<file path="src/shared/ebw_pkg.sv">
// Constants, field widths and state type shared by the group-five wait/acknowledge port.
// Contract
// Bus error after 1022 unacknowledged counts.
// External acknowledge honoured by group five only.
// Handshake needs all-ones wait count, external source.
// Internal wait states time the cycle themselves.
// Peripheral drops wait within 1019 clocks.
// Read strobe negates 2..3 clocks after wait.
// Peripheral read data valid one clock after wait.
// Read select negates 1.5 clocks after strobe.
// Read start drives address and select together.
// Read strobe delay sets output and byte enables.
// Read byte enables only with control bit clear.
// Write strobe negates 1..2 clocks after wait.
// Write strobe negates 2.5 clocks before select.
// Non-DMA write byte enables negate after select.
// Write start drives address and write strobe.
// Select assert delay sets select assertion.
// Write byte-enable delay sets byte enable assertion.
// Select stays high one clock between cycles.
// Wait input is synchronised before use.
package ebw_pkg;
   localparam int T_CLK_PS = 5000;
   localparam int TIMEOUT_COUNTS = 1022;
   localparam int RD_OE_NEG_MIN_PS = 2 * T_CLK_PS + 2200;
   localparam int RD_OE_NEG_MAX_PS = 3 * T_CLK_PS + 7170;
   localparam int WR_RW_NEG_MIN_PS = 1 * T_CLK_PS + 2150;
   localparam int WR_RW_NEG_MAX_PS = 2 * T_CLK_PS + 7340;
   localparam int RD_CS_NEG_PS = (3 * T_CLK_PS) / 2 + 240;
   localparam int WR_CS_NEG_PS = (5 * T_CLK_PS) / 2 - 290;
   localparam int WR_BE_NEG_PS = (3 * T_CLK_PS) / 2 + 740;
   localparam int CS_GAP_PS = T_CLK_PS;
   localparam int RD_OE_NEG_MIN_CYC = (RD_OE_NEG_MIN_PS + T_CLK_PS - 1) / T_CLK_PS;
   localparam int RD_OE_NEG_MAX_CYC = RD_OE_NEG_MAX_PS / T_CLK_PS;
   localparam int WR_RW_NEG_MIN_CYC = (WR_RW_NEG_MIN_PS + T_CLK_PS - 1) / T_CLK_PS;
   localparam int WR_RW_NEG_MAX_CYC = WR_RW_NEG_MAX_PS / T_CLK_PS;
   localparam int RD_CS_NEG_CYC = (RD_CS_NEG_PS + T_CLK_PS - 1) / T_CLK_PS;
   localparam int WR_CS_NEG_CYC = (WR_CS_NEG_PS + T_CLK_PS - 1) / T_CLK_PS;
   localparam int WR_BE_NEG_CYC = (WR_BE_NEG_PS + T_CLK_PS - 1) / T_CLK_PS;
   localparam int CS_GAP_CYC = (CS_GAP_PS + T_CLK_PS - 1) / T_CLK_PS;
   localparam int ADDR_W = 24;
   localparam int DATA_W = 16;
   localparam int BE_W = 2;
   localparam int WAIT_CNT_W = 6;
   localparam int DLY_W = 4;
   localparam int GRP_W = 3;
   localparam int CNT_W = 11;
   localparam logic [WAIT_CNT_W-1:0] WAIT_COUNT_EXT = 6'h3F;
   localparam logic [GRP_W-1:0] GROUP_FIVE = 3'h5;
   localparam logic [BE_W-1:0] BE_IDLE_N = 2'h3;
   localparam logic STROBE_IDLE_N = 1'h1;
   typedef enum logic [2:0] {
      ST_IDLE = 3'b000,
      ST_ACC = 3'b001,
      ST_STRB = 3'b010,
      ST_BEND = 3'b011,
      ST_GAP = 3'b100
   } ebw_state_t;
endpackage : ebw_pkg
</file>
<file path="src/core/ebw_timeout.sv">
// Bus time-out monitor for cycles waiting on the external acknowledge.
`timescale 1ns/1ps
module ebw_timeout (
   input wire logic clk_sys,
   input wire logic resetn,
   input wire logic run,
   output logic expired
);
   import ebw_pkg::*;
   logic [CNT_W-1:0] cnt_r;

   // The count restarts whenever the cycle leaves the waiting phase.
   always_ff @(posedge clk_sys or negedge resetn) begin
      if (!resetn) begin
         cnt_r <= '0;
      end else if (run) begin
         cnt_r <= cnt_r + CNT_W'(1);
      end else begin
         cnt_r <= '0;
      end
   end

   assign expired = run && (cnt_r == CNT_W'(TIMEOUT_COUNTS - 1));
endmodule : ebw_timeout

</file>
<file path="src/core/ebw_wait_cs.sv">
// Chip-select group five cycle engine with external wait acknowledge.
`timescale 1ns/1ps
module ebw_wait_cs (
   input wire logic clk_sys,
   input wire logic resetn,
   input wire logic req_valid,
   input wire logic req_write,
   input wire logic req_dma,
   input wire logic [ebw_pkg::GRP_W-1:0] req_group,
   input wire logic [ebw_pkg::ADDR_W-1:0] req_addr,
   input wire logic [ebw_pkg::DATA_W-1:0] req_wdata,
   input wire logic [ebw_pkg::BE_W-1:0] req_be,
   input wire logic [ebw_pkg::WAIT_CNT_W-1:0] wait_state_count,
   input wire logic ack_source_select,
   input wire logic [ebw_pkg::DLY_W-1:0] read_strobe_delay,
   input wire logic [ebw_pkg::DLY_W-1:0] select_assert_delay,
   input wire logic [ebw_pkg::DLY_W-1:0] write_byte_enable_delay,
   input wire logic byte_enable_control,
   input wire logic ext_data_ack_n,
   input wire logic [ebw_pkg::DATA_W-1:0] data_in,
   output logic req_ready,
   output logic [ebw_pkg::ADDR_W-1:0] addr_out,
   output logic [ebw_pkg::DATA_W-1:0] data_out,
   output logic data_out_en,
   output logic chip_select_five_n,
   output logic output_enable_n,
   output logic write_n,
   output logic [ebw_pkg::BE_W-1:0] byte_enable_strobes_n,
   output logic [ebw_pkg::DATA_W-1:0] rd_data,
   output logic xfer_done,
   output logic bus_error
);
   import ebw_pkg::*;

   ebw_state_t state_r;
   logic ack_s1_r;
   logic ack_s2_r;
   logic [CNT_W-1:0] el_r;
   logic [CNT_W-1:0] el_nxt;
   logic [CNT_W-1:0] cnt_r;
   logic write_r;
   logic dma_r;
   logic ext_mode_r;
   logic be_ctl_r;
   logic [WAIT_CNT_W-1:0] wstate_r;
   logic [DLY_W-1:0] rd_dly_r;
   logic [DLY_W-1:0] sel_dly_r;
   logic [DLY_W-1:0] wbe_dly_r;
   logic [BE_W-1:0] be_r;
   logic take;
   logic ack_seen;
   logic expired;
   logic abort;
   logic cs_neg_now;
   logic be_end_now;

   assign take = req_valid && (state_r == ST_IDLE);
   assign el_nxt = el_r + CNT_W'(1);
   // Internal wait states end the cycle on the count alone, the pin is ignored.
   assign ack_seen = (state_r == ST_ACC) &&
                     (ext_mode_r ? !ack_s2_r : (el_r >= CNT_W'(wstate_r)));
   assign abort = expired && !ack_seen;
   assign cs_neg_now = (state_r == ST_STRB) &&
                       (cnt_r == (write_r ? CNT_W'(WR_CS_NEG_CYC) : CNT_W'(RD_CS_NEG_CYC)));
   assign be_end_now = (state_r == ST_BEND) && (cnt_r == CNT_W'(WR_BE_NEG_CYC));

   ebw_timeout ebw_timeout_inst (
      .clk_sys(clk_sys),
      .resetn(resetn),
      .run((state_r == ST_ACC) && ext_mode_r),
      .expired(expired)
   );

   // Two stages cost two clocks of acknowledge latency but keep an
   // asynchronous peripheral from making the state machine metastable.
   always_ff @(posedge clk_sys or negedge resetn) begin
      if (!resetn) begin
         ack_s1_r <= STROBE_IDLE_N;
         ack_s2_r <= STROBE_IDLE_N;
      end else begin
         ack_s1_r <= ext_data_ack_n;
         ack_s2_r <= ack_s1_r;
      end
   end

   always_ff @(posedge clk_sys or negedge resetn) begin
      if (!resetn) begin
         state_r <= ST_IDLE;
      end else begin
         unique case (state_r)
            ST_IDLE: begin
               if (take) begin
                  state_r <= ST_ACC;
               end
            end
            ST_ACC: begin
               if (ack_seen) begin
                  state_r <= ST_STRB;
               end else if (abort) begin
                  state_r <= ST_GAP;
               end
            end
            ST_STRB: begin
               if (cs_neg_now) begin
                  state_r <= (write_r && !dma_r) ? ST_BEND : ST_GAP;
               end
            end
            ST_BEND: begin
               if (be_end_now) begin
                  state_r <= ST_GAP;
               end
            end
            ST_GAP: begin
               state_r <= ST_IDLE;
            end
            default: begin
               state_r <= ST_IDLE;
            end
         endcase
      end
   end

   always_ff @(posedge clk_sys or negedge resetn) begin
      if (!resetn) begin
         el_r <= '0;
         cnt_r <= '0;
      end else begin
         if (take) begin
            el_r <= '0;
         end else if (state_r == ST_ACC) begin
            el_r <= el_nxt;
         end
         if ((state_r == ST_ACC && ack_seen) || cs_neg_now) begin
            cnt_r <= CNT_W'(1);
         end else if (state_r == ST_STRB || state_r == ST_BEND) begin
            cnt_r <= cnt_r + CNT_W'(1);
         end
      end
   end

   always_ff @(posedge clk_sys or negedge resetn) begin
      if (!resetn) begin
         write_r <= 1'b0;
         dma_r <= 1'b0;
         ext_mode_r <= 1'b0;
         be_ctl_r <= 1'b0;
         wstate_r <= '0;
         rd_dly_r <= '0;
         sel_dly_r <= '0;
         wbe_dly_r <= '0;
         be_r <= '0;
      end else if (take) begin
         write_r <= req_write;
         dma_r <= req_dma;
         ext_mode_r <= (req_group == GROUP_FIVE) && (wait_state_count == WAIT_COUNT_EXT) &&
                       ack_source_select;
         be_ctl_r <= byte_enable_control;
         wstate_r <= wait_state_count;
         rd_dly_r <= read_strobe_delay;
         sel_dly_r <= select_assert_delay;
         wbe_dly_r <= write_byte_enable_delay;
         be_r <= req_be;
      end
   end

   always_ff @(posedge clk_sys or negedge resetn) begin
      if (!resetn) begin
         chip_select_five_n <= STROBE_IDLE_N;
      end else if (take) begin
         // Reads drive the select at once; writes wait for the programmed delay.
         chip_select_five_n <= req_write && (select_assert_delay != '0);
      end else if (state_r == ST_ACC) begin
         if (abort) begin
            chip_select_five_n <= STROBE_IDLE_N;
         end else if (write_r && el_nxt >= CNT_W'(sel_dly_r)) begin
            chip_select_five_n <= 1'b0;
         end
      end else if (cs_neg_now) begin
         chip_select_five_n <= STROBE_IDLE_N;
      end
   end

   always_ff @(posedge clk_sys or negedge resetn) begin
      if (!resetn) begin
         output_enable_n <= STROBE_IDLE_N;
         write_n <= STROBE_IDLE_N;
      end else if (take) begin
         output_enable_n <= req_write || (read_strobe_delay != '0);
         write_n <= !req_write;
      end else if (state_r == ST_ACC) begin
         if (ack_seen || abort) begin
            output_enable_n <= STROBE_IDLE_N;
            write_n <= STROBE_IDLE_N;
         end else if (!write_r && el_nxt >= CNT_W'(rd_dly_r)) begin
            output_enable_n <= 1'b0;
         end
      end
   end

   always_ff @(posedge clk_sys or negedge resetn) begin
      if (!resetn) begin
         byte_enable_strobes_n <= BE_IDLE_N;
      end else if (take) begin
         if (req_write) begin
            byte_enable_strobes_n <= (write_byte_enable_delay == '0) ? ~req_be : BE_IDLE_N;
         end else begin
            byte_enable_strobes_n <= (read_strobe_delay == '0 && !byte_enable_control) ?
                                     ~req_be : BE_IDLE_N;
         end
      end else if (state_r == ST_ACC) begin
         if (abort || (!write_r && ack_seen)) begin
            byte_enable_strobes_n <= BE_IDLE_N;
         end else if (write_r && el_nxt >= CNT_W'(wbe_dly_r)) begin
            byte_enable_strobes_n <= ~be_r;
         end else if (!write_r && !be_ctl_r && el_nxt >= CNT_W'(rd_dly_r)) begin
            byte_enable_strobes_n <= ~be_r;
         end
      end else if ((cs_neg_now && dma_r) || be_end_now) begin
         byte_enable_strobes_n <= BE_IDLE_N;
      end
   end

   always_ff @(posedge clk_sys or negedge resetn) begin
      if (!resetn) begin
         addr_out <= '0;
         data_out <= '0;
         data_out_en <= 1'b0;
      end else if (take) begin
         addr_out <= req_addr;
         data_out <= req_wdata;
         data_out_en <= req_write;
      end else if (abort || cs_neg_now) begin
         // Write data is held past the strobe to cover the peripheral's hold need.
         data_out_en <= 1'b0;
      end
   end

   always_ff @(posedge clk_sys or negedge resetn) begin
      if (!resetn) begin
         rd_data <= '0;
      end else if (ack_seen && !write_r) begin
         rd_data <= data_in;
      end
   end

   always_ff @(posedge clk_sys or negedge resetn) begin
      if (!resetn) begin
         xfer_done <= 1'b0;
         bus_error <= 1'b0;
         req_ready <= 1'b1;
      end else begin
         xfer_done <= (cs_neg_now && !(write_r && !dma_r)) || be_end_now;
         bus_error <= (state_r == ST_ACC) && abort;
         if (take) begin
            req_ready <= 1'b0;
         end else if (state_r == ST_GAP) begin
            req_ready <= 1'b1;
         end
      end
   end

   localparam int A_RD_LO = RD_OE_NEG_MIN_CYC;
   localparam int A_RD_HI = RD_OE_NEG_MAX_CYC;
   localparam int A_WR_LO = WR_RW_NEG_MIN_CYC;
   localparam int A_WR_HI = WR_RW_NEG_MAX_CYC;
   localparam int A_RD_CS = RD_CS_NEG_CYC;
   localparam int A_WR_CS = WR_CS_NEG_CYC;
   localparam int A_WR_BE = WR_BE_NEG_CYC;
endmodule : ebw_wait_cs

</file>
<file path="config.mk">
export PLATFORM = sky130hd
export DESIGN_NAME = ebw_wait_cs
export DESIGN_NICKNAME = d
export VERILOG_FILES = /design/src/shared/ebw_pkg.sv /design/src/core/ebw_timeout.sv /design/src/core/ebw_wait_cs.sv
export SDC_FILE = /design/constraint.sdc
export NUM_CORES = 1
export LEC_CHECK = 0
export BUFFER_PORTS_ARGS = -buffer_cell sky130_fd_sc_hd__buf_2
export CAP_MARGIN = 5
export CORE_ASPECT_RATIO = 1.75
export CORE_MARGIN = 2
export CORE_UTILIZATION = 48
export DETAILED_ROUTE_END_ITERATION = 10
export PLACE_DENSITY = 0.86
export SLEW_MARGIN = 15
export SYNTH_ARGS = -nofsm -noshare
export SYNTH_HDL_FRONTEND = slang
export SYNTH_SLANG_ARGS = --single-unit
</file>
<file path="constraint.sdc">
create_clock -name clk_sys -period 2.6 [get_ports clk_sys]
set_input_delay 0.13 -clock clk_sys [delete_from_list [all_inputs] [get_ports clk_sys]]
set_output_delay 0.13 -clock clk_sys [all_outputs]
set_load 0.02 [all_outputs]
</file>
==> impl_metrics.tcl <==
set metrics [dict create \
    synth_top_family_by_area "simple AND/OR/NAND/NOR gates" \
    cp_slowest_cell "dfrtp_1" \
    fp.coreArea_mm2 0.01200 \
    synth-xor-area-share_pct 2.962 \
    leakagePower_nw 4.315 \
    clock_skew_ns 0.009695 \
    cap_violations 0 \
    seq_area_frac_synth_pct 53.91 \
    async_flop_share_pct 100.0 \
    slew-limit-headroom_pct 50.11 \
    num_rows 53 \
    finalMaxSlewViolations 0 \
    fin_cells 1039 \
    firstDrtPassIters 5 \
    vias_per_cell 5.391 \
    cts_max_level 4 \
    wirelength_um 17620 \
    synth_simple_gate_area_share_pct 21.58 \
    worst_path_largest_cell_delay_ns 0.41 \
    place_congestion 0.8847 \
    grt_pass1_vias 5816 \
    fp.dieH_um 150.8 \
    dp_hpwl_um 10390 \
    drive_gt1_share_pct 28.44 \
    synth_compound_area_share_pct 9.522 \
    holdWs_ns 0.003714 \
    setup.worst_path.start_class "register" \
    grt_pass1_wl_um 27830 \
    synth_edf_count 0 \
    vias 5601 \
    final_nets 969 \
    path_cells "buf_6 -> inv_1 -> ha_1 -> nand2b_1 -> a31oi_1 -> o21a_2 -> or2_2 -> nor3_2 -> buf_12 -> mux2_2" \
    syn_to_final_growth_pct 44.56 \
    fin_crit_ns 2.501 \
    avgRoutedWirePerCell_um 16.95 \
    grt-ovfl-total 0 \
    min_from "req_group[1]" \
    power.density_mw_per_mm2 1150 \
    worstPathArrival_ns 2.80 \
    crit_buf_inv 3 \
    critPathLaunch "el_r[0]$_DFFE_PN0P_" \
    cts_tree "yes" \
    synth_area_mm2 0.005913 \
    placed_cells 922 \
    yosysUniqueCellTypes 55 \
    yosys_warnings 0 \
    r2r_start "el_r[0]$_DFFE_PN0P_" \
    ys_ff_latch 127 \
    io_pins 152 \
    worst-setup-path-type "register to register" \
    yosys.area.top_type "dfrtp_1" \
    path_max_fanout 16 \
    crit_required_ns 2.90 \
    grt_antenna_before_repair 2 \
    drc 0 \
    yosys-top-cells-area "dfrtp_1 50%, nand2_1 12%, ha_1 4.9%" \
    synthAdderAreaFrac_pct 4.867 \
    final_cell_mix "183 x nand2_1, 150 x buf_2, 118 x dfrtp_1" \
    synthMuxAreaShare_pct 3.724 \
    grt_max_degree 48 \
    cts_num_sinks 127 \
    cts-root-buf "clkbuf_16" \
    irDropWorstVdd_mv 0.6642 \
    synth_top_area_share_pct 50.36 \
    crit_family "simple AND/OR/NAND/NOR gates" \
    fill_cells 818 \
    clk_latency_ns 0.42 \
    initialDrtViolationCount 447 \
    status "complete, no violations" \
    dieArea_mm2 0.01326 \
    cts.clk_slew.worst_paths_ns 0.06 \
    ant_nets 0 \
    worst_setup_path_end_kind "register" \
    tightest_slew_ns 0.7416 \
    syn_inst 613 \
    syn_avg_cell_area_um2 9.646 \
    max_freq_ghz 0.3999 \
    cts-buffers-inserted 17 \
    cts_buffer_depth 2 \
    start_util_pct 49.27 \
    numPortBuffers 151 \
    hold_viol 0 \
    synthFlopType "dfrtp_1" \
    syn_nets 723 \
    grt_use_total_pct 27.42 \
    setup_violations 0 \
    die_w_um 87.90 \
    mostFrequentLayoutCell "nand2_1" \
    min_path_type "primary input to register" \
    period_share_pct 96.18 \
]
metal layers:
metal / track usage [%] / share of wire [%]
met1: 29.80 / 35
met2: 46.29 / 52
met3: 5.668 / 5.9
met4: 19.85 / 7.5
met5: 0 / 0
layout make-up:
cell class,instances,area [um2],area share (%)
sequential,127,3189,37.31
multi-input combinational,437,2596,30.37
timing repair buffer,255,1770,20.71
clock buffer,18,439.2,5.138
clock inverter,14,262.8,3.074
tap,165,206.4,2.415
inverter,21,78.83,0.9221
antenna,2,5.005,0.05855
kinds of logic after synthesis:
group | after synthesis
AND/OR/NAND/NOR | 287
flip-flops | 127
AO/OA/AOI/OAI | 87
buffers and inverters | 49
adder cells (fa/ha/maj) | 23
XOR/XNOR | 20
multiplexers | 20
synth_stat cells (2+ instances only):
cell	count
nand2_1	183
dfrtp_1	119
o21ai_0	37
nor2_1	34
ha_1	23
clkbuf_1	21
inv_1	21
mux2_2	16
xor2_1	12
a21oi_1	11
nand3_1	11
a21o_1	9
nand4_1	9
dfstp_2	8
nor3_1	8
xnor2_1	8
and3_1	6
and4_1	5
nand2b_1	5
a22o_1	4
mux2i_1	4
o31ai_1	4
or3_1	4
a2111oi_0	3
a31oi_1	3
buf_2	3
nand4b_1	3
nor2b_1	3
or4_1	3
a211oi_1	2
a2bb2oi_1	2
and2_1	2
buf_4	2
nor4_1	2
o22ai_1	2
or2_2	2
final timing paths:
check	to	slack, ns	cells past startpoint
min	ext_mode_r$_DFFE_PN0P_	0.004	3
max reg2reg	rd_data[12]$_DFFE_PN0P_	0.1	10
min reg2reg	ack_s2_r$_DFF_PN1_	0.36	0
max	rd_data[12]$_DFFE_PN0P_	0.1	10
min in group asynchronous	addr_out[22]$_DFFE_PN0P_	0.26	2
max in group asynchronous	req_ready$_DFFE_PN1P_	1.59	3
flip-flops by register name, summed over array words and instances (netlist names), 2 cells and up:
signal and count:
sel_dly_r 4, rd_data 16, rd_dly_r 4, ebw_timeout_inst.cnt_r 11, cnt_r 11, wstate_r 6
wbe_dly_r 4, addr_out 24, data_out 16, byte_enable_strobes_n 2, el_r 11, be_r 2
state_r 3
report_power, final:
part,leakage [nW],internal (mW),switching [mW],total (mW)
clock network,0.340,1.92,0.880,2.80
registers,1.60,2.71,0.466,3.17
logic,2.37,1.55,2.31,3.86
per-stage QoR:
stage          setup TNS [ns]  area (um2)  power, mW  utilization [%]  setup WS, ns
3_5_place_dp         -0.07273        6945      6.643            57.87      -0.03713
3_3_place_gp         -0.02987        6945      6.506            57.87      -0.01520
6_report                    0        8548      9.829            71.22       0.09923
5_1_grt              -0.09608        8548      10.40            71.22      -0.05876
2_1_floorplan               0        5913      5.423                -       0.02116
4_1_cts                     0        8459      9.571            70.48      0.007910
repair_timing:
action | CTS | global route
setup endpoints to repair | 2 | 3
setup buffers | 0 | 2
hold buffers | 81 | 0
pin swaps | 0 | 2
endpoints found under the hold margin | 115 | 0
gates resized for setup | 1 | 12
tightest hold or removal path, delay by kind of cell:
family	cells	cell delay, ns
simple gates	1	0.11
compound gates	1	0.06
buf+inv	1	0.07
Power figures use the tool's default switching activity.
